--- src/hw/pnf_pkg.sv ---
// Shared constants for the parallel NOR flash host controller.
// Assumes a byte-wide flash on an asynchronous bus, host clock 20 MHz.
package pnf_pkg;

  // Bus widths and sector layout
  localparam int ADDR_W      = 22;
  localparam int DATA_W      = 8;
  localparam int SECT_W      = 6;
  localparam int GROUP_W     = 5;
  localparam int NUM_GROUPS  = 18;
  localparam int SECT_LSB    = 16;
  localparam int LAST_SECTOR = 63;
  localparam int LAST_GROUP  = 17;

  // Clock and pin timing, times in ns
  localparam int CLK_NS  = 50;
  localparam int T_ACC_NS = 90;   // Read access time, least wait
  localparam int T_WP_NS  = 50;   // Write strobe low time
  localparam int T_RP_NS  = 500;  // Reset pulse width
  localparam int T_RH_NS  = 50;   // Reset high before next access
  localparam int ACC_CYC = (T_ACC_NS + CLK_NS - 1) / CLK_NS;
  localparam int WP_CYC  = (T_WP_NS + CLK_NS - 1) / CLK_NS;
  localparam int RP_CYC  = (T_RP_NS + CLK_NS - 1) / CLK_NS;
  localparam int RH_CYC  = (T_RH_NS + CLK_NS - 1) / CLK_NS;

  // Command sequence addresses and data bytes
  localparam logic [ADDR_W-1:0] UNLOCK_ADDR1 = 22'h000aaa;
  localparam logic [ADDR_W-1:0] UNLOCK_ADDR2 = 22'h000555;
  localparam logic [DATA_W-1:0] UNLOCK_DATA1 = 8'haa;
  localparam logic [DATA_W-1:0] UNLOCK_DATA2 = 8'h55;
  localparam logic [DATA_W-1:0] CMD_PROGRAM  = 8'ha0;
  localparam logic [DATA_W-1:0] CMD_ERASE    = 8'h80;
  localparam logic [DATA_W-1:0] CMD_SECT_ERS = 8'h30;
  localparam logic [DATA_W-1:0] CMD_CHIP_ERS = 8'h10;
  localparam logic [DATA_W-1:0] CMD_AUTOSEL  = 8'h90;
  localparam logic [DATA_W-1:0] CMD_EXIT     = 8'hf0;

  // Identification read address bits
  localparam int ID_REGION_BIT = 1;
  localparam int CODE_SEL_BIT  = 0;

  // Host operations
  typedef enum logic [3:0] {
    OP_READ,
    OP_PROGRAM,
    OP_ERASE_SECTOR,
    OP_ERASE_ADD,
    OP_ERASE_CHIP,
    OP_ID_READ,
    OP_PROT_VERIFY,
    OP_EXIT,
    OP_HW_RESET
  } pnf_op_t;

endpackage

--- src/hw/pnf_sector_map.sv ---
// Maps a flash byte address onto its 64KB sector and protection group.
// Assumes the six top address bits pick the sector.
`timescale 1ns/1ps
module pnf_sector_map
(
  input  wire logic [pnf_pkg::ADDR_W-1:0]  i_addr,
  output logic      [pnf_pkg::SECT_W-1:0]  o_sector_index,
  output logic      [pnf_pkg::GROUP_W-1:0] o_sector_group
);

  // Top bits select the sector
  assign o_sector_index = i_addr[pnf_pkg::ADDR_W-1:pnf_pkg::SECT_LSB];

  // Ends hold short groups, the middle groups four sectors
  always_comb
  begin
    if (o_sector_index == 6'h00)
      o_sector_group = 5'h00;
    else if (o_sector_index < 6'h04)
      o_sector_group = 5'h01;
    else if (o_sector_index == 6'(pnf_pkg::LAST_SECTOR))
      o_sector_group = 5'(pnf_pkg::LAST_GROUP);
    else
      o_sector_group = 5'(o_sector_index[5:2]) + 5'h01;
  end

endmodule // pnf_sector_map

--- src/hw/pnf_host_ctrl.sv ---
// Host-side controller that drives a parallel NOR flash through its pins.
// Assumes flash pins and user requests are synchronous to i_sys_clk.
// Functional notes
// - Host reads with chip select and output gate both low.
// - Write strobe stays high during reads.
// - Host writes with write strobe and chip select low, gate high.
// - Fast-program level only during accelerated programming.
`timescale 1ns/1ps
module pnf_host_ctrl
#(
  parameter int ADDR_W = pnf_pkg::ADDR_W,
  parameter int DATA_W = pnf_pkg::DATA_W
)
(
  input  wire logic                       i_sys_clk,
  input  wire logic                       i_rst,
  input  wire logic                       i_req,
  input  wire pnf_pkg::pnf_op_t           i_op,
  input  wire logic [ADDR_W-1:0]          i_addr,
  input  wire logic [DATA_W-1:0]          i_wdata,
  input  wire logic                       i_fast_en,
  input  wire logic                       i_temp_unprotect,
  input  wire logic [pnf_pkg::NUM_GROUPS-1:0] i_group_protected,
  input  wire logic [DATA_W-1:0]          i_dq,
  output logic                            o_busy,
  output logic                            o_ack,
  output logic                            o_refused,
  output logic      [DATA_W-1:0]          o_rdata,
  output logic      [ADDR_W-1:0]          o_addr,
  output logic      [DATA_W-1:0]          o_dq,
  output logic                            o_dq_oe,
  output logic                            o_ce_n,
  output logic                            o_oe_n,
  output logic                            o_we_n,
  output logic                            o_rst_n,
  output logic                            o_fast_program_pin,
  output logic                            o_protect_hv_en
);

  typedef enum logic [3:0] {
    ST_IDLE, ST_SETUP, ST_WE, ST_HOLD, ST_GAP, ST_RD, ST_CAP, ST_RST, ST_REC
  } pnf_state_t;

  pnf_state_t       state_ff, nxt_state;
  pnf_pkg::pnf_op_t op_ff, cur_op;
  logic [2:0]       step_ff, nxt_step;
  logic [7:0]       cnt_ff, nxt_cnt;
  logic [ADDR_W-1:0] addr_ff, cur_addr, seq_addr;
  logic [DATA_W-1:0] wdata_ff, cur_wdata, seq_data;
  logic             boot_ff;
  logic             accept, prot_block;
  logic [pnf_pkg::SECT_W-1:0]  sect_idx;
  logic [pnf_pkg::GROUP_W-1:0] sect_grp;

  // Sector and group of the requested address
  pnf_sector_map pnf_sector_map_i
  (
    .i_addr         (i_addr),
    .o_sector_index (sect_idx),
    .o_sector_group (sect_grp)
  );

  // Number of command writes each operation needs
  function automatic logic [2:0] seq_len(input pnf_pkg::pnf_op_t op);
    unique case (op)
      pnf_pkg::OP_PROGRAM:      seq_len = 3'd4;
      pnf_pkg::OP_ERASE_SECTOR: seq_len = 3'd6;
      pnf_pkg::OP_ERASE_CHIP:   seq_len = 3'd6;
      pnf_pkg::OP_ERASE_ADD:    seq_len = 3'd1;
      pnf_pkg::OP_ID_READ:      seq_len = 3'd3;
      pnf_pkg::OP_PROT_VERIFY:  seq_len = 3'd3;
      pnf_pkg::OP_EXIT:         seq_len = 3'd1;
      default:                  seq_len = 3'd0;
    endcase
  endfunction

  // Operations that end with a read cycle
  function automatic logic has_read(input pnf_pkg::pnf_op_t op);
    has_read = (op == pnf_pkg::OP_READ) || (op == pnf_pkg::OP_ID_READ) ||
               (op == pnf_pkg::OP_PROT_VERIFY);
  endfunction

  // Operations that alter the array
  function automatic logic is_modify(input pnf_pkg::pnf_op_t op);
    is_modify = (op == pnf_pkg::OP_PROGRAM) ||
                (op == pnf_pkg::OP_ERASE_SECTOR) ||
                (op == pnf_pkg::OP_ERASE_ADD) ||
                (op == pnf_pkg::OP_ERASE_CHIP);
  endfunction

  // Refuse writes aimed at a protected group unless lifted
  always_comb
  begin
    prot_block = 1'b0;
    if (is_modify(i_op) && !i_temp_unprotect)
    begin
      if (i_op == pnf_pkg::OP_ERASE_CHIP)
        prot_block = |i_group_protected;
      else
        prot_block = i_group_protected[sect_grp];
    end
  end

  assign accept = (state_ff == ST_IDLE) && i_req && !boot_ff;
  assign cur_op    = accept ? i_op    : op_ff;
  assign cur_addr  = accept ? i_addr  : addr_ff;
  assign cur_wdata = accept ? i_wdata : wdata_ff;

  // Address and data of each write in a command sequence
  always_comb
  begin
    seq_addr = pnf_pkg::UNLOCK_ADDR1;
    seq_data = pnf_pkg::UNLOCK_DATA1;
    if (cur_op == pnf_pkg::OP_EXIT)
      seq_data = pnf_pkg::CMD_EXIT;
    else if (cur_op == pnf_pkg::OP_ERASE_ADD)
    begin
      seq_addr = cur_addr;
      seq_data = pnf_pkg::CMD_SECT_ERS;
    end
    else
    begin
      unique case (nxt_step)
        3'd1, 3'd4:
        begin
          seq_addr = pnf_pkg::UNLOCK_ADDR2;
          seq_data = pnf_pkg::UNLOCK_DATA2;
        end
        3'd2:
          if (cur_op == pnf_pkg::OP_PROGRAM)
            seq_data = pnf_pkg::CMD_PROGRAM;
          else if (is_modify(cur_op))
            seq_data = pnf_pkg::CMD_ERASE;
          else
            seq_data = pnf_pkg::CMD_AUTOSEL;
        3'd3:
          if (cur_op == pnf_pkg::OP_PROGRAM)
          begin
            seq_addr = cur_addr;
            seq_data = cur_wdata;
          end
        3'd5:
          if (cur_op == pnf_pkg::OP_ERASE_CHIP)
            seq_data = pnf_pkg::CMD_CHIP_ERS;
          else
          begin
            seq_addr = cur_addr;
            seq_data = pnf_pkg::CMD_SECT_ERS;
          end
        default:
          seq_data = pnf_pkg::UNLOCK_DATA1;
      endcase
    end
  end

  // Next state of the bus sequencer
  always_comb
  begin
    nxt_state = state_ff;
    nxt_step  = step_ff;
    nxt_cnt   = cnt_ff;
    unique case (state_ff)
      ST_IDLE:
        if (accept)
        begin
          nxt_step = 3'd0;
          nxt_cnt  = 8'h00;
          if (i_op == pnf_pkg::OP_HW_RESET)
            nxt_state = ST_RST;
          else if (prot_block)
            nxt_state = ST_IDLE;
          else if (seq_len(i_op) != 3'd0)
            nxt_state = ST_SETUP;
          else
            nxt_state = ST_RD;
        end
      ST_SETUP:
      begin
        nxt_state = ST_WE;
        nxt_cnt   = 8'h00;
      end
      ST_WE:
        if (cnt_ff == 8'(pnf_pkg::WP_CYC - 1))
          nxt_state = ST_HOLD;
        else
          nxt_cnt = cnt_ff + 8'h01;
      ST_HOLD:
        nxt_state = ST_GAP;
      ST_GAP:
        if (step_ff != seq_len(op_ff) - 3'd1)
        begin
          nxt_state = ST_SETUP;
          nxt_step  = step_ff + 3'd1;
        end
        else if (has_read(op_ff))
        begin
          nxt_state = ST_RD;
          nxt_cnt   = 8'h00;
        end
        else
          nxt_state = ST_IDLE;
      ST_RD:
        if (cnt_ff == 8'(pnf_pkg::ACC_CYC - 1))
          nxt_state = ST_CAP;
        else
          nxt_cnt = cnt_ff + 8'h01;
      ST_CAP:
        nxt_state = ST_IDLE;
      ST_RST:
        if (cnt_ff == 8'(pnf_pkg::RP_CYC - 1))
        begin
          nxt_state = ST_REC;
          nxt_cnt   = 8'h00;
        end
        else
          nxt_cnt = cnt_ff + 8'h01;
      ST_REC:
        if (cnt_ff == 8'(pnf_pkg::RH_CYC - 1))
          nxt_state = ST_IDLE;
        else
          nxt_cnt = cnt_ff + 8'h01;
    endcase
  end

  // Sequencer registers; reset pulses the flash back to array read
  always_ff @(posedge i_sys_clk)
  begin
    if (i_rst)
    begin
      state_ff <= ST_RST;
      step_ff  <= 3'd0;
      cnt_ff   <= 8'h00;
      boot_ff  <= 1'b1;
    end
    else
    begin
      state_ff <= nxt_state;
      step_ff  <= nxt_step;
      cnt_ff   <= nxt_cnt;
      if (state_ff == ST_REC && nxt_state == ST_IDLE)
        boot_ff <= 1'b0;
    end
  end

  // Latched request
  always_ff @(posedge i_sys_clk)
  begin
    if (i_rst)
    begin
      op_ff    <= pnf_pkg::OP_READ;
      addr_ff  <= '0;
      wdata_ff <= '0;
    end
    else if (accept)
    begin
      op_ff    <= i_op;
      addr_ff  <= i_addr;
      wdata_ff <= i_wdata;
    end
  end

  // Flash pins, registered from the next state
  always_ff @(posedge i_sys_clk)
  begin
    if (i_rst)
    begin
      o_ce_n  <= 1'b1;
      o_oe_n  <= 1'b1;
      o_we_n  <= 1'b1;
      o_dq_oe <= 1'b0;
      o_rst_n <= 1'b0;
      o_addr  <= '0;
      o_dq    <= '0;
    end
    else
    begin
      o_ce_n  <= !(nxt_state inside {ST_SETUP, ST_WE, ST_HOLD, ST_RD, ST_CAP});
      o_oe_n  <= !(nxt_state inside {ST_RD, ST_CAP});
      o_we_n  <= (nxt_state != ST_WE);
      o_dq_oe <= nxt_state inside {ST_SETUP, ST_WE, ST_HOLD};
      o_rst_n <= (nxt_state != ST_RST);
      if (nxt_state inside {ST_SETUP, ST_WE, ST_HOLD})
      begin
        o_addr <= seq_addr;
        o_dq   <= seq_data;
      end
      else if (nxt_state == ST_RD)
      begin
        o_addr <= cur_addr;
        if (cur_op == pnf_pkg::OP_ID_READ)
        begin
          o_addr <= '0;
          o_addr[pnf_pkg::CODE_SEL_BIT] <= cur_addr[pnf_pkg::CODE_SEL_BIT];
        end
        else if (cur_op == pnf_pkg::OP_PROT_VERIFY)
        begin
          o_addr <= '0;
          o_addr[ADDR_W-1:pnf_pkg::SECT_LSB] <=
            cur_addr[ADDR_W-1:pnf_pkg::SECT_LSB];
          o_addr[pnf_pkg::ID_REGION_BIT] <= 1'b1;
        end
      end
    end
  end

  // High-voltage requests: fast pin only while programming
  always_ff @(posedge i_sys_clk)
  begin
    if (i_rst)
    begin
      o_fast_program_pin <= 1'b0;
      o_protect_hv_en    <= 1'b0;
    end
    else
    begin
      o_fast_program_pin <= i_fast_en && (cur_op == pnf_pkg::OP_PROGRAM) &&
        (nxt_state inside {ST_SETUP, ST_WE, ST_HOLD, ST_GAP});
      o_protect_hv_en    <= i_temp_unprotect && (nxt_state != ST_RST);
    end
  end

  // User answers; read data sampled at the end of the access
  always_ff @(posedge i_sys_clk)
  begin
    if (i_rst)
    begin
      o_ack     <= 1'b0;
      o_refused <= 1'b0;
      o_busy    <= 1'b1;
      o_rdata   <= '0;
    end
    else
    begin
      o_ack     <= (state_ff != ST_IDLE) && (nxt_state == ST_IDLE) &&
                   !boot_ff;
      o_refused <= accept && prot_block &&
                   (i_op != pnf_pkg::OP_HW_RESET);
      o_busy    <= (nxt_state != ST_IDLE) || boot_ff;
      if (state_ff == ST_CAP)
        o_rdata <= i_dq;
    end
  end
endmodule // pnf_host_ctrl

--- config.mk ---
export PLATFORM = sky130hd
export DESIGN_NAME = pnf_host_ctrl
export DESIGN_NICKNAME = d
export VERILOG_FILES = /design/src/hw/pnf_pkg.sv /design/src/hw/pnf_sector_map.sv /design/src/hw/pnf_host_ctrl.sv
export SDC_FILE = /design/constraint.sdc
export NUM_CORES = 1
export LEC_CHECK = 0
export BUFFER_PORTS_ARGS = -buffer_cell sky130_fd_sc_hd__buf_2
export CORE_UTILIZATION = 30
export CTS_BUF_LIST = sky130_fd_sc_hd__clkbuf_2 sky130_fd_sc_hd__clkbuf_4 sky130_fd_sc_hd__clkbuf_8
export CTS_CLUSTER_DIAMETER = 150
export DETAILED_ROUTE_END_ITERATION = 10
export GPL_TIMING_DRIVEN = 0
export PLACE_DENSITY = 0.52
export SKIP_LAST_GASP = 1
export SLEW_MARGIN = 10
export SYNTH_ARGS = -nofsm -noshare
export SYNTH_HDL_FRONTEND = slang
export SYNTH_HIERARCHICAL = 1
export SYNTH_SLANG_ARGS = --single-unit
--- constraint.sdc ---
create_clock -name i_sys_clk -period 3.4 [get_ports i_sys_clk]
set_clock_uncertainty 0.1 [all_clocks]
set_input_delay 0.17 -clock i_sys_clk [delete_from_list [all_inputs] [get_ports i_sys_clk]]
set_output_delay 0.17 -clock i_sys_clk [all_outputs]
set_load 0.02 [all_outputs]
; ---- After elaboration in Yosys (flattened, before gate mapping)
; Index checks and enable logic that the tools add are counted.
[classes]
n_addsub = 4
n_mul = 0
div_mod_pow = 0
magnitude_cmp = 2
n_eq_ne = 53
shifts = 0
mux = 54
bitwise_logic = 0
reduce_logical = 48
[ops]
columns = cell, count
row1 = 2-to-1 mux 22 bit, 8
row2 = 2-to-1 mux 8 bit, 10
row3 = == test 4 x 3 -> 1 bit (second input constant), 19
row4 = one-hot mux 22 bit (3 select lines), 1
row5 = one-hot mux 8 bit (6 select lines), 1
row6 = == test 4 x 2 -> 1 bit (second input constant), 10
row7 = 2-to-1 mux 3 bit, 12
row8 = one-hot mux 4 bit (9 select lines), 1
row9 = one-hot mux 8 bit (4 select lines), 1
row10 = 2-to-1 mux 4 bit, 6
row11 = one-hot mux 3 bit (4 select lines), 2
row12 = == test 4 x 1 -> 1 bit (second input constant), 5
row13 = 2-to-1 mux 5 bit, 4
row14 = OR reduction 18 bit, 1
row15 = 2-to-1 mux 16 bit, 1
row16 = OR reduction 2 bit, 8
row17 = zero test 4 bit, 3
row18 = 2-to-1 mux 6 bit, 2
row19 = nonzero test 4 bit, 3
row20 = logical AND 1 bit, 11
row21 = inequality test 2 bit (second input constant), 5
row22 = logical OR 1 bit, 9
row23 = adder 8 x 1 -> 8 bit (second input constant), 1
row24 = == test 4 bit (second input constant), 2
row25 = other kinds (26), 35
[totals]
reg_bits = 98
latchBits = 0
mem_bits_rw = 0
mem_bits_ro = 0
input_bits = 65
elab_cells = 181
memories = 0

; ---- Logic depth before layout (Yosys ltp)
; Gate-level depths: netlist of the first run.
[depth]
ltp_word = 21
mapped_depth = 16
ltp_nobuf = 14

; ---- Modules after synthesis
; The synthesis of the first run kept the hierarchy.
[by_module_without_submodules]
columns = mod, n_inst, cells_each, area_per_inst_um2
row1 = pnf_host_ctrl, 1, 570, 4972.3
row2 = pnf_sector_map, 1, 27, 196.4

; ---- Least setup slack after synthesis of the first run
; Ideal clock, no wire load.
[synth_timing]
path_kind = input -> register
start = in i_addr[18]
end = reg o_addr[12]
setup_ns = 0.117
arrival_time_ns = 3.231
slack_ns = -0.048
cell_stages = 15
n_path_buf = 2
cell_sequence = inv_1 > ha_1 > and3_1 > nor2_1 > mux4_2 > a22o_1 > or4b_1 > o211ai_1 > o41a_1 > buf_6 > nor2_1 > nor2_2 > nor2_2 > buf_2 > a22o_1
[synth_between]
elab_chain_cells = 15
word_cells_on_any_way = 22
classes_between = add/sub: 1 / order compare: 1 / eq/ne: 5 / mux: 12 / reduce/logical: 3
[synth_lines]
columns = element, line_no
row1 = from (decl), pnf_host_ctrl.sv:19  ; input wire logic [ADDR_W-1:0] i_addr,
row2 = adder 4 x 1 -> 5 bit / == test 6 bit (equally long branches), "pnf_sector_map.sv:24, pnf_sector_map.sv:21"
row3 = 2-to-1 mux 5 bit, pnf_sector_map.sv:21  ; else if (o_sector_index == 6'(pnf_pkg::LAST_SECTOR))
row4 = 2-to-1 mux 5 bit, pnf_sector_map.sv:19  ; else if (o_sector_index < 6'h04)
row5 = 2-to-1 mux 5 bit (*), pnf_sector_map.sv:17  ; if (o_sector_index == 6'h00)
row6 = "named net sect_grp, one bit", pnf_host_ctrl.sv:53  ; logic [pnf_pkg::GROUP_W-1:0] sect_grp;
row7 = binary-select mux 1 bit (select 5 bit) (*), pnf_host_ctrl.sv:100  ; prot_block = i_group_protected[sect_grp];
row8 = 2-to-1 mux 1 bit (implied by the code) (*), pnf_host_ctrl.sv:100
row9 = 2-to-1 mux 1 bit (*), pnf_host_ctrl.sv:97  ; if (i_op == pnf_pkg::OP_ERASE_CHIP)
row10 = 2-to-1 mux 1 bit (*), pnf_host_ctrl.sv:95  ; if (is_modify(i_op) && !i_temp_unprotect)
row11 = 2-to-1 mux 3 bit (*), pnf_host_ctrl.sv:170  ; else if (prot_block)
row12 = 2-to-1 mux 3 bit (*), pnf_host_ctrl.sv:168  ; if (i_op == pnf_pkg::OP_HW_RESET)
row13 = 2-to-1 mux 4 bit (*), pnf_host_ctrl.sv:164  ; if (accept)
row14 = one-hot mux 4 bit (9 select lines) (*), pnf_host_ctrl.sv:162  ; unique case (state_ff)
row15 = == test 4 x 1 -> 1 bit / == test 4 x 2 -> 1 bit (equally long branches), pnf_host_ctrl.sv:282  ; if (nxt_state inside {ST_SETUP, ST_WE, ST_HOLD})
row16 = nonzero test 3 bit, pnf_host_ctrl.sv:282
row17 = 2-to-1 mux 22 bit / nonzero test 2 bit (equally long branches), n/a
row18 = to (signal assigned), pnf_host_ctrl.sv:284  ; o_addr <= seq_addr;
row19 = to (signal assigned), pnf_host_ctrl.sv:289  ; o_addr <= cur_addr;
row20 = "to (signal, indexed assignment)", pnf_host_ctrl.sv:293  ; o_addr[pnf_pkg::CODE_SEL_BIT] <= cur_addr[pnf_pkg::CODE_SEL_BIT];
row21 = to (decl), pnf_host_ctrl.sv:29  ; output logic [ADDR_W-1:0] o_addr,
; Mark *: on every way through the listed nets, which the timed path passes. The rest lies on a longest branch. The select of a mux whose other input is x is not followed.
; A chain may end at the register's enable or synchronous reset.

; ---- Final worst setup path of the first run
[layout_timing]
start = reg op_ff[2]
end = reg o_addr[6]
[layout_between]
elab_chain_cells = 14
word_cells_on_any_way = 49
classes_between = add/sub: 1 / eq/ne: 22 / mux: 17 / reduce/logical: 9
[layout_lines]
columns = element, line_no
row1 = from (decl), pnf_host_ctrl.sv:45  ; pnf_pkg::pnf_op_t op_ff, cur_op;
row2 = from (signal assigned), pnf_host_ctrl.sv:250  ; op_ff <= pnf_pkg::OP_READ;
row3 = from (signal assigned), pnf_host_ctrl.sv:256  ; op_ff <= i_op;
row4 = == test 4 x 3 -> 1 bit (tied with other cells), pnf_host_ctrl.sv:65  ; unique case (op)
row5 = OR reduction 2 bit (no line), n/a
row6 = one-hot mux 3 bit (4 select lines), pnf_host_ctrl.sv:65
row7 = 2-to-1 mux 3 bit, pnf_host_ctrl.sv:162
row8 = subtractor 3 x 1 -> 3 bit, pnf_host_ctrl.sv:190  ; if (step_ff != seq_len(op_ff) - 3'd1)
row9 = inequality test 3 bit, pnf_host_ctrl.sv:190
row10 = 2-to-1 mux 3 bit, pnf_host_ctrl.sv:190
row11 = one-hot mux 3 bit (2 select lines), pnf_host_ctrl.sv:162
row12 = == test 3 x 1 -> 1 bit / == test 3 bit (equally long branches), pnf_host_ctrl.sv:123  ; unique case (nxt_step)
row13 = OR reduction 2 bit, pnf_host_ctrl.sv:123
row14 = one-hot mux 22 bit (3 select lines), pnf_host_ctrl.sv:123
row15 = 2-to-1 mux 22 bit, pnf_host_ctrl.sv:116  ; else if (cur_op == pnf_pkg::OP_ERASE_ADD)
row16 = 2-to-1 mux 22 bit, pnf_host_ctrl.sv:114  ; if (cur_op == pnf_pkg::OP_EXIT)
row17 = 2-to-1 mux 22 bit, pnf_host_ctrl.sv:282
; Parallel ways exist; a longest one is shown, timed or not. The select of a mux whose other input is x is not followed.

==> metrics.csv, run 1 <==
metric,value,unit
powerDensity,619.8,nW/µm²
place_inst,922,
initial_core_util,0.3079,
slowest_stage,o41a_1,
wl,15.91,mm
insertion_delay,0.39,ns
rows,47,
nets,857,
layout-drive-gt1-share,0.3042,
area_delta_synth_final,40.02,%
drt.antenna.violating_nets,0,
grt_max_degree,20,
syn_nets,664,
worst_slack,-0.07563,ns
vias,4980,
yosys_warnings,6,
reg2reg_to,o_addr[6],
hold_path_class,in2reg,
pin_count,113,
crit_type,reg2reg,
num_antenna_cells,0,
grt_pass1_vias,4844,
track_usage,0.1819,
slew_viol_final,0,
tightest_slew,0.9044,ns
cts_tree,done,
die_w,132.7,µm
drv_cap,0,
critPathCaptureType,flop,
die_height,132.7,µm
leakagePower,2.957,nW
setup_tns,-0.3436,ns
worstPathCellList,buf_8 > maj3_2 > nand2_2 > ha_4 > xnor2_4 > nand4b_1 > a221oi_4 > buf_6 > nor2_4 > o41a_1 > buf_6 > o2111a_2 > a31oi_4 > buf_6 > nand2_2 > o211a_1,
final_cells,1009,
cts_max_level,3,
antenna_found_initial,0,
hold_viol_final,0,
arrival,3.66,ns
cp-endpoint,o_addr[6],
crit_fanout,6,
final_cell_area,7174,µm²
drt_pass1_iterations,5,
fillers,1626,
r2r_start,op_ff[2],
status,"finished, violations left",
wire_per_inst,15.77,µm
setup_viol,9,
cts_buffers,9,
grt_overflow_total,0,
drc,0,
grt_first_pass_wirelength,25.23,mm
gp_congestion,0.8988,
core,16640,µm²
period_share,1.022,
path_common_cell,buf_6,
rsz0062_at_grt,yes,
synthCells,591,
critPathLaunch,op_ff[2],
worstRegToRegCells,16,
peakVddDrop,0.3847,mV
post-route-util,0.4311,
ctsRootBufferMaster,clkbuf_8,
dp_hpwl,11.60,mm
dr.first_iter.drc_count,284,
dp_worst_setup_slack,-0.7155,ns
placed_area,5959,µm²
relSlewSlack,0.3919,
cp_slowest_stage_delay,0.43,ns
max_freq,287.7,MHz
hold_depth,3,
rrSetupSlack,-0.08,ns
required,3.59,ns
period_minus_slack,3.476,ns
clockBufferDepth,2,
vias_per_cell,4.936,
clkSlewWorstSetupHoldPaths,0.10,ns
syn_area,5124,µm²
numPortBuffers,111,
cts_sinks,98,
start_kind,flop,
avgSynthCellArea,8.669,µm²
die_area,17610,µm²
violations,setup timing,
-- registers in the layout, summed over array words and instances (netlist names) --
signal / count
o_we_n: 1
o_rst_n: 1
cnt_ff: 8
o_ce_n: 1
o_rdata: 8
o_ack: 1
o_dq: 8
o_busy: 1
o_protect_hv_en: 1
o_fast_program_pin: 1
addr_ff: 22
o_oe_n: 1
op_ff: 4
state_ff: 4
o_dq_oe: 1
o_addr: 22
step_ff: 3
o_refused: 1
boot_ff: 1
wdata_ff: 8
-- metrics by stage --
stage | total power (W) | hold slack, ns
floorplan | 0.002596 | 0.1759
global placement | 0.003069 | 0.3065
detailed placement | 0.003083 | 0.3037
CTS | 0.004163 | 0.02204
global route | 0.004739 | 0.04084
finish | 0.004447 | 0.03780
-- worst min-delay path by stage --
stage                                start         endpoint
after floorplan                      i_rst          o_dq_oe
after global placement             i_dq[6]       o_rdata[6]
after detailed placement  i_temp_unprotect  o_protect_hv_en
after CTS                        i_addr[1]       addr_ff[1]
after global routing             i_addr[1]       addr_ff[1]
final                            i_addr[1]       addr_ff[1]
-- per-layer routing --
metal | track usage | up-vias | routed length (µm)
li1 | - | 2511 | -
met1 | 0.2316 | 2351 | 7342
met3 | 0.03602 | 14 | 674
met4 | 0.05747 | 0 | 164
met2 | 0.3079 | 104 | 7731
met5 | 0 | - | 0
-- critical path: cells and delay by family (launching register included) --
kind | cells | cell delay (ns)
compound gates | 5 | 1.35
xor+xnor | 1 | 0.08
fa+ha+maj | 2 | 0.47
buf+inv | 4 | 0.60
flops | 1 | 0.34
simple gates | 4 | 0.43
-- area by class of cell --
type,count,area [µm²],share of cell area
buffer,29,161.4,0.02250
clock buffer,9,123.9,0.01727
clock inverter,7,83.83,0.01168
inverter,14,52.55,0.007325
multi-input combinational,446,3268,0.4555
sequential,98,1966,0.2740
tap,220,275.3,0.03837
timing repair buffer,186,1244,0.1734
-- power breakdown --
| part | switching [W] | leakage [nW] | internal [W] |
|---|---|---|---|
| combinational | 0.00123 | 2.06 | 0.00104 |
| clock | 0.000452 | 0.102 | 0.000353 |
| sequential | 0.0000811 | 0.796 | 0.00129 |
| total | 0.00177 | 2.96 | 0.00268 |
-- repair_timing --
item,CTS,global route
hold endpoints to repair,40,0
gates cloned,0,1
buffers inserted,10,24
setup endpoints to repair,47,42
hold buffers,40,0
pin swaps,12,25
gates resized for setup,44,39
-- cell usage in the layout, fill, tap and decap left out, types with 17 or more instances in the layout --
cell / n
buf_4: 31
a21oi_1: 35
a22o_1: 17
nor2_1: 68
dfxtp_1: 95
nand2_1: 58
dlygate4sd3_1: 40
mux2i_1: 32
buf_2: 112
clkbuf_1: 18
(Power assumes the default switching activity.)
==> inputs of run 2 (changes only) <==
- HOLD_SLACK_MARGIN: default -> 0.06
- PLACE_DENSITY: 0.52 -> 0.5
- clock period: 3.4 -> 4.1 ns (I/O delays scaled with it)
==> run 2 against run 1 <==
  * The run now ends clean
  * Register-to-register slack gained 0.35 ns
  * Sequential power decreased by 18%
  * Combinational power down 36%
  * Core utilization shrank 3.7 points
  * Setup slack gained 0.35 ns
  * Highest routed layer unchanged
==> metrics.csv, run 2 (synthesis gave the netlist of run 1 again) <==
metric,value,unit
cts_sinks,98,
final_common_cell,buf_2,
multi_input_area,2983,µm²
use_met1,0.2270,
grt_first_pass_wirelength,24.73,mm
rows,47,
hold_viol_final,0,
wl,15.47,mm
nets,825,
arrival,4.05,ns
gp_congestion,0.8772,
clkSlewWorstSetupHoldPaths,0.11,ns
insertion_delay,0.39,ns
dr.first_iter.drc_count,252,
relSlewSlack,0.4102,
core,16640,µm²
dp_worst_setup_slack,-0.1342,ns
gr-usage-met2,0.3000,
drt.antenna.violating_nets,0,
vias_per_cell,4.972,
layout-drive-gt1-share,0.2206,
cts_max_level,3,
cts_tree,done,
reg_top3,"addr_ff (22), o_addr (22)",
max_freq,261.6,MHz
crit_type,reg2reg,
pin_count,113,
period_share,0.9324,
drt_pass1_iterations,5,
setup_viol,0,
tightest_slew,0.8815,ns
drc,0,
dp_hpwl,11.74,mm
antenna_found_initial,0,
hold_path_class,in2reg,
grtUsageMet3,0.03295,
fillers,1678,
die_w,132.7,µm
slew_viol_final,0,
peakVddDrop,0.2518,mV
crit_fanout,10,
required,4.33,ns
numPortBuffers,111,
wire_per_inst,15.84,µm
cts_buffers,9,
clockBufferDepth,2,
area_delta_synth_final,28.08,%
status,"complete, no violations",
busiest_layer,met2,
vias,4858,
ctsRootBufferMaster,clkbuf_8,
grt_pass1_vias,4900,
grt_overflow_total,0,
leakagePower,2.706,nW
die_area,17610,µm²
grt_max_degree,20,
cts_setup_buffers,0,
critPathCaptureType,flop,
drv_cap,0,
most-common-layout-cells,"118 x buf_2, 98 x dfxtp_1, 71 x nor2_1",
num_antenna_cells,0,
rsz0062_at_grt,no,
initial_core_util,0.3079,
start_kind,flop,
die_height,132.7,µm
period_minus_slack,3.823,ns
setup_tns,0,ns
powerDensity,486.6,nW/µm²
worst_slack,0.2773,ns
seq_area,1962,µm²
track_usage,0.1776,
[run 2: layout make-up]
type | instances | share of cell area
clock buffer | 9 | 0.01888
multi-input combinational | 446 | 0.4545
buffer | 32 | 0.02193
timing repair buffer | 151 | 0.1457
inverter | 14 | 0.008008
tap | 220 | 0.04194
clock inverter | 7 | 0.01010
sequential | 98 | 0.2990
[run 2: power breakdown]
group          total [W]  leakage, nW  internal, W  switching (W)
registers        0.00113        0.794      0.00107      0.0000629
clock network   0.000617       0.0986     0.000238       0.000380
logic            0.00145         1.81     0.000555       0.000891
total            0.00319         2.71      0.00186        0.00133
[run 2: metrics by stage]
stage                 util  power, W  hold slack (ns)  instances  cell area [µm²]
finish              0.3943  0.003193          0.08325        977             6563
global route        0.3943  0.003411          0.08523        977             6563
CTS                 0.3933  0.003204          0.08089        978             6545
detailed placement  0.3578  0.002548           0.3454        922             5954
global placement    0.3578  0.002537           0.3416        922             5954
floorplan                -  0.002152           0.2109        591             5124
[run 2: timing repair]
item                                   CTS  global route
setup endpoints to repair                0            20
hold buffers                            40             0
gates resized for setup                  0             3
endpoints found under the hold margin   41             0
[run 2: final timing paths]
| path | start | to | slack [ns] | cells after the start |
|---|---|---|---|---|
| max | op_ff[1] | o_addr[11] | 0.28 | 16 |
| min | i_addr[1] | addr_ff[1] | 0.08 | 3 |
| max reg2reg | op_ff[1] | o_addr[11] | 0.28 | 16 |
| min reg2reg | addr_ff[18] | addr_ff[18] | 0.37 | 2 |
[run 2: worst max-delay path, stage by stage (launching register included)]
cell and delay [ns]:
dfxtp_1 0.36, buf_2 0.22, inv_1 0.08, o21ai_0 0.15
nand2_1 0.08, ha_1 0.20, xnor2_1 0.15, nand4b_1 0.26
a221oi_4 0.43, nor2_2 0.14, o41a_1 0.45, buf_6 0.15
nor2_1 0.11, nor2_2 0.10, nor2_2 0.29, buf_2 0.30
a22o_1 0.18
[run 2: metal layers]
layer / vias up / share of wire
met2: 107 / 0.47
met3: 19 / 0.039
li1: 2448 / -
met5: - / 0
met4: 0 / 0.017
met1: 2284 / 0.47
==> inputs of run 3 (changes only) <==
- CORE_ASPECT_RATIO: default -> 1.1
==> run 3 against run 2 <==
  * Sequential power hardly changed
  * Via count down 0.27%
  * Register-to-register slack gained 0.06 ns
  * Critical endpoint is now o_addr[15]
  * Largest power group unchanged
  * First-iteration DRC count increased by 13%
  * Final cell count fell by 1.6%
  * Core utilization increased by 0.23 points
  * Critical path depth decreased by 1
  * Clock power rose by 19%
  * Total power grew 2.9%
==> metrics.csv, run 3 (synthesis gave the netlist of run 1 again) <==
metric,value,unit
hold_start,i_addr[1],
powerDensity,500.5,nW/µm²
wire_per_inst,15.62,µm
dp_worst_setup_slack,-0.1196,ns
rrSetupSlack,0.34,ns
cts_buffers,9,
peakVddDrop,0.2825,mV
gr-usage-met2,0.2972,
critPathCaptureType,flop,
grt_first_pass_wirelength,24.26,mm
wl,15.01,mm
drc,0,
core,16550,µm²
reg_top3,"addr_ff (22), o_addr (22)",
r2r_start,op_ff[1],
post-route-util,0.3967,
grtUsageMet3,0.03241,
ctsRootBufferMaster,clkbuf_8,
clockBufferDepth,2,
gp_congestion,0.8809,
layout-drive-gt1-share,0.2180,
final_common_cell,buf_2,
drt.antenna.violating_nets,0,
crit_fanout,10,
nets,825,
arrival,4.02,ns
rsz0062_at_grt,no,
worst_slack,0.3136,ns
cts_resized,0,
hold_path_class,in2reg,
initial_core_util,0.3095,
cts_sinks,98,
setup_viol,0,
die_area,17610,µm²
required,4.33,ns
crit_type,in2reg,
area_delta_synth_final,28.16,%
hold_depth,3,
die_height,139.1,µm
vias_per_cell,5.042,
period_minus_slack,3.786,ns
slew_viol_final,0,
grt_max_degree,18,
relSlewSlack,0.3234,
pin_count,113,
vias,4845,
power,0.003286,W
numPortBuffers,111,
leakagePower,2.719,nW
hold_path_end,addr_ff[1],
drt_pass1_iterations,4,
period_share,0.9235,
worstRegToRegCells,15,
cts_tree,done,
status,"complete, no violations",
grt_overflow_total,0,
tightest_slew,1.013,ns
die_w,126.6,µm
track_usage,0.1752,
cts_max_level,3,
most-common-layout-cells,"118 x buf_2, 98 x dfxtp_1, 71 x nor2_1",
insertion_delay,0.37,ns
busiest_layer,met2,
setup_tns,0,ns
start_kind,input port,
grt_pass1_vias,4820,
use_met1,0.2233,
rows,49,
clkSlewWorstSetupHoldPaths,0.10,ns
antenna_found_initial,0,
drv_cap,0,
num_antenna_cells,0,
dr.first_iter.drc_count,286,
max_freq,264.1,MHz
reg2reg_to,o_addr[3],
dp_hpwl,11.43,mm
hold_viol_final,0,
run 3: cell types whose count changed in the layout (fill, tap and decap cells not counted), sizes merged:
cell	previous run	this run
bufinv	0	2
clkbuf	30	31
inv	19	16
run 3: power by group:
| part | switching (W) | internal, W |
|---|---|---|
| Clock | 0.000366 | 0.000369 |
| Sequential | 0.0000611 | 0.00107 |
| Combinational | 0.000875 | 0.000549 |
| Total | 0.00130 | 0.00198 |
run 3: how the worst max path moves through the flow:
stage	startpoint	to	slack (ns)	cells after the start
2_1_floorplan	i_addr[18]	o_addr[12]	0.62	15
3_3_place_gp	i_addr[18]	o_addr[14]	-0.04	15
3_5_place_dp	i_addr[18]	o_addr[13]	-0.12	15
4_1_cts	op_ff[1]	o_addr[13]	0.26	15
5_1_grt	op_ff[1]	o_addr[3]	0.01	14
6_report	i_addr[18]	o_addr[15]	0.31	15
run 3: critical path, cell delays in order:
cell and delay (ns):
buf_2 0.14, inv_1 0.08, ha_1 0.19, and3_1 0.18, nor2_1 0.35, mux4_2 0.56
a22o_1 0.24, or4b_1 0.50, o211ai_1 0.15, o41a_1 0.22, buf_6 0.15, o21ba_2 0.27
nand2_1 0.20, o2bb2ai_1 0.40, a22o_1 0.19
run 3: layout make-up:
| cell class | count | area, µm² |
|---|---|---|
| flip-flops and latches | 98 | 1962 |
| fillers | 1740 | 9987 |
| clock buffers | 10 | 137.6 |
| plain buffers | 32 | 143.9 |
| multi-input cells | 446 | 2962 |
| inverters | 14 | 52.55 |
| well taps | 204 | 255.2 |
| repair buffers | 151 | 955.9 |
| clock inverters | 6 | 97.59 |
run 3: timing repair:
action | 4_1_cts | 5_1_grt
buffers inserted | 0 | 0
hold buffers | 40 | 0
endpoints found under the hold margin | 40 | 0
endpoints found under the setup margin | 0 | 4
run 3: layer usage:
metal / wire length [µm] / part of all wire
met1: 6927 / 0.46
met3: 697 / 0.046
met5: 0 / 0
met4: 170 / 0.011
met2: 7216 / 0.48
run 3: metrics by stage:
stage | cells | hold WS, ns | instance area [µm²]
detailed placement | 906 | 0.3383 | 5934
finish | 961 | 0.08298 | 6566
floorplan | 591 | 0.2109 | 5124
CTS | 962 | 0.07330 | 6570
global route | 961 | 0.1342 | 6566
global placement | 906 | 0.3423 | 5934
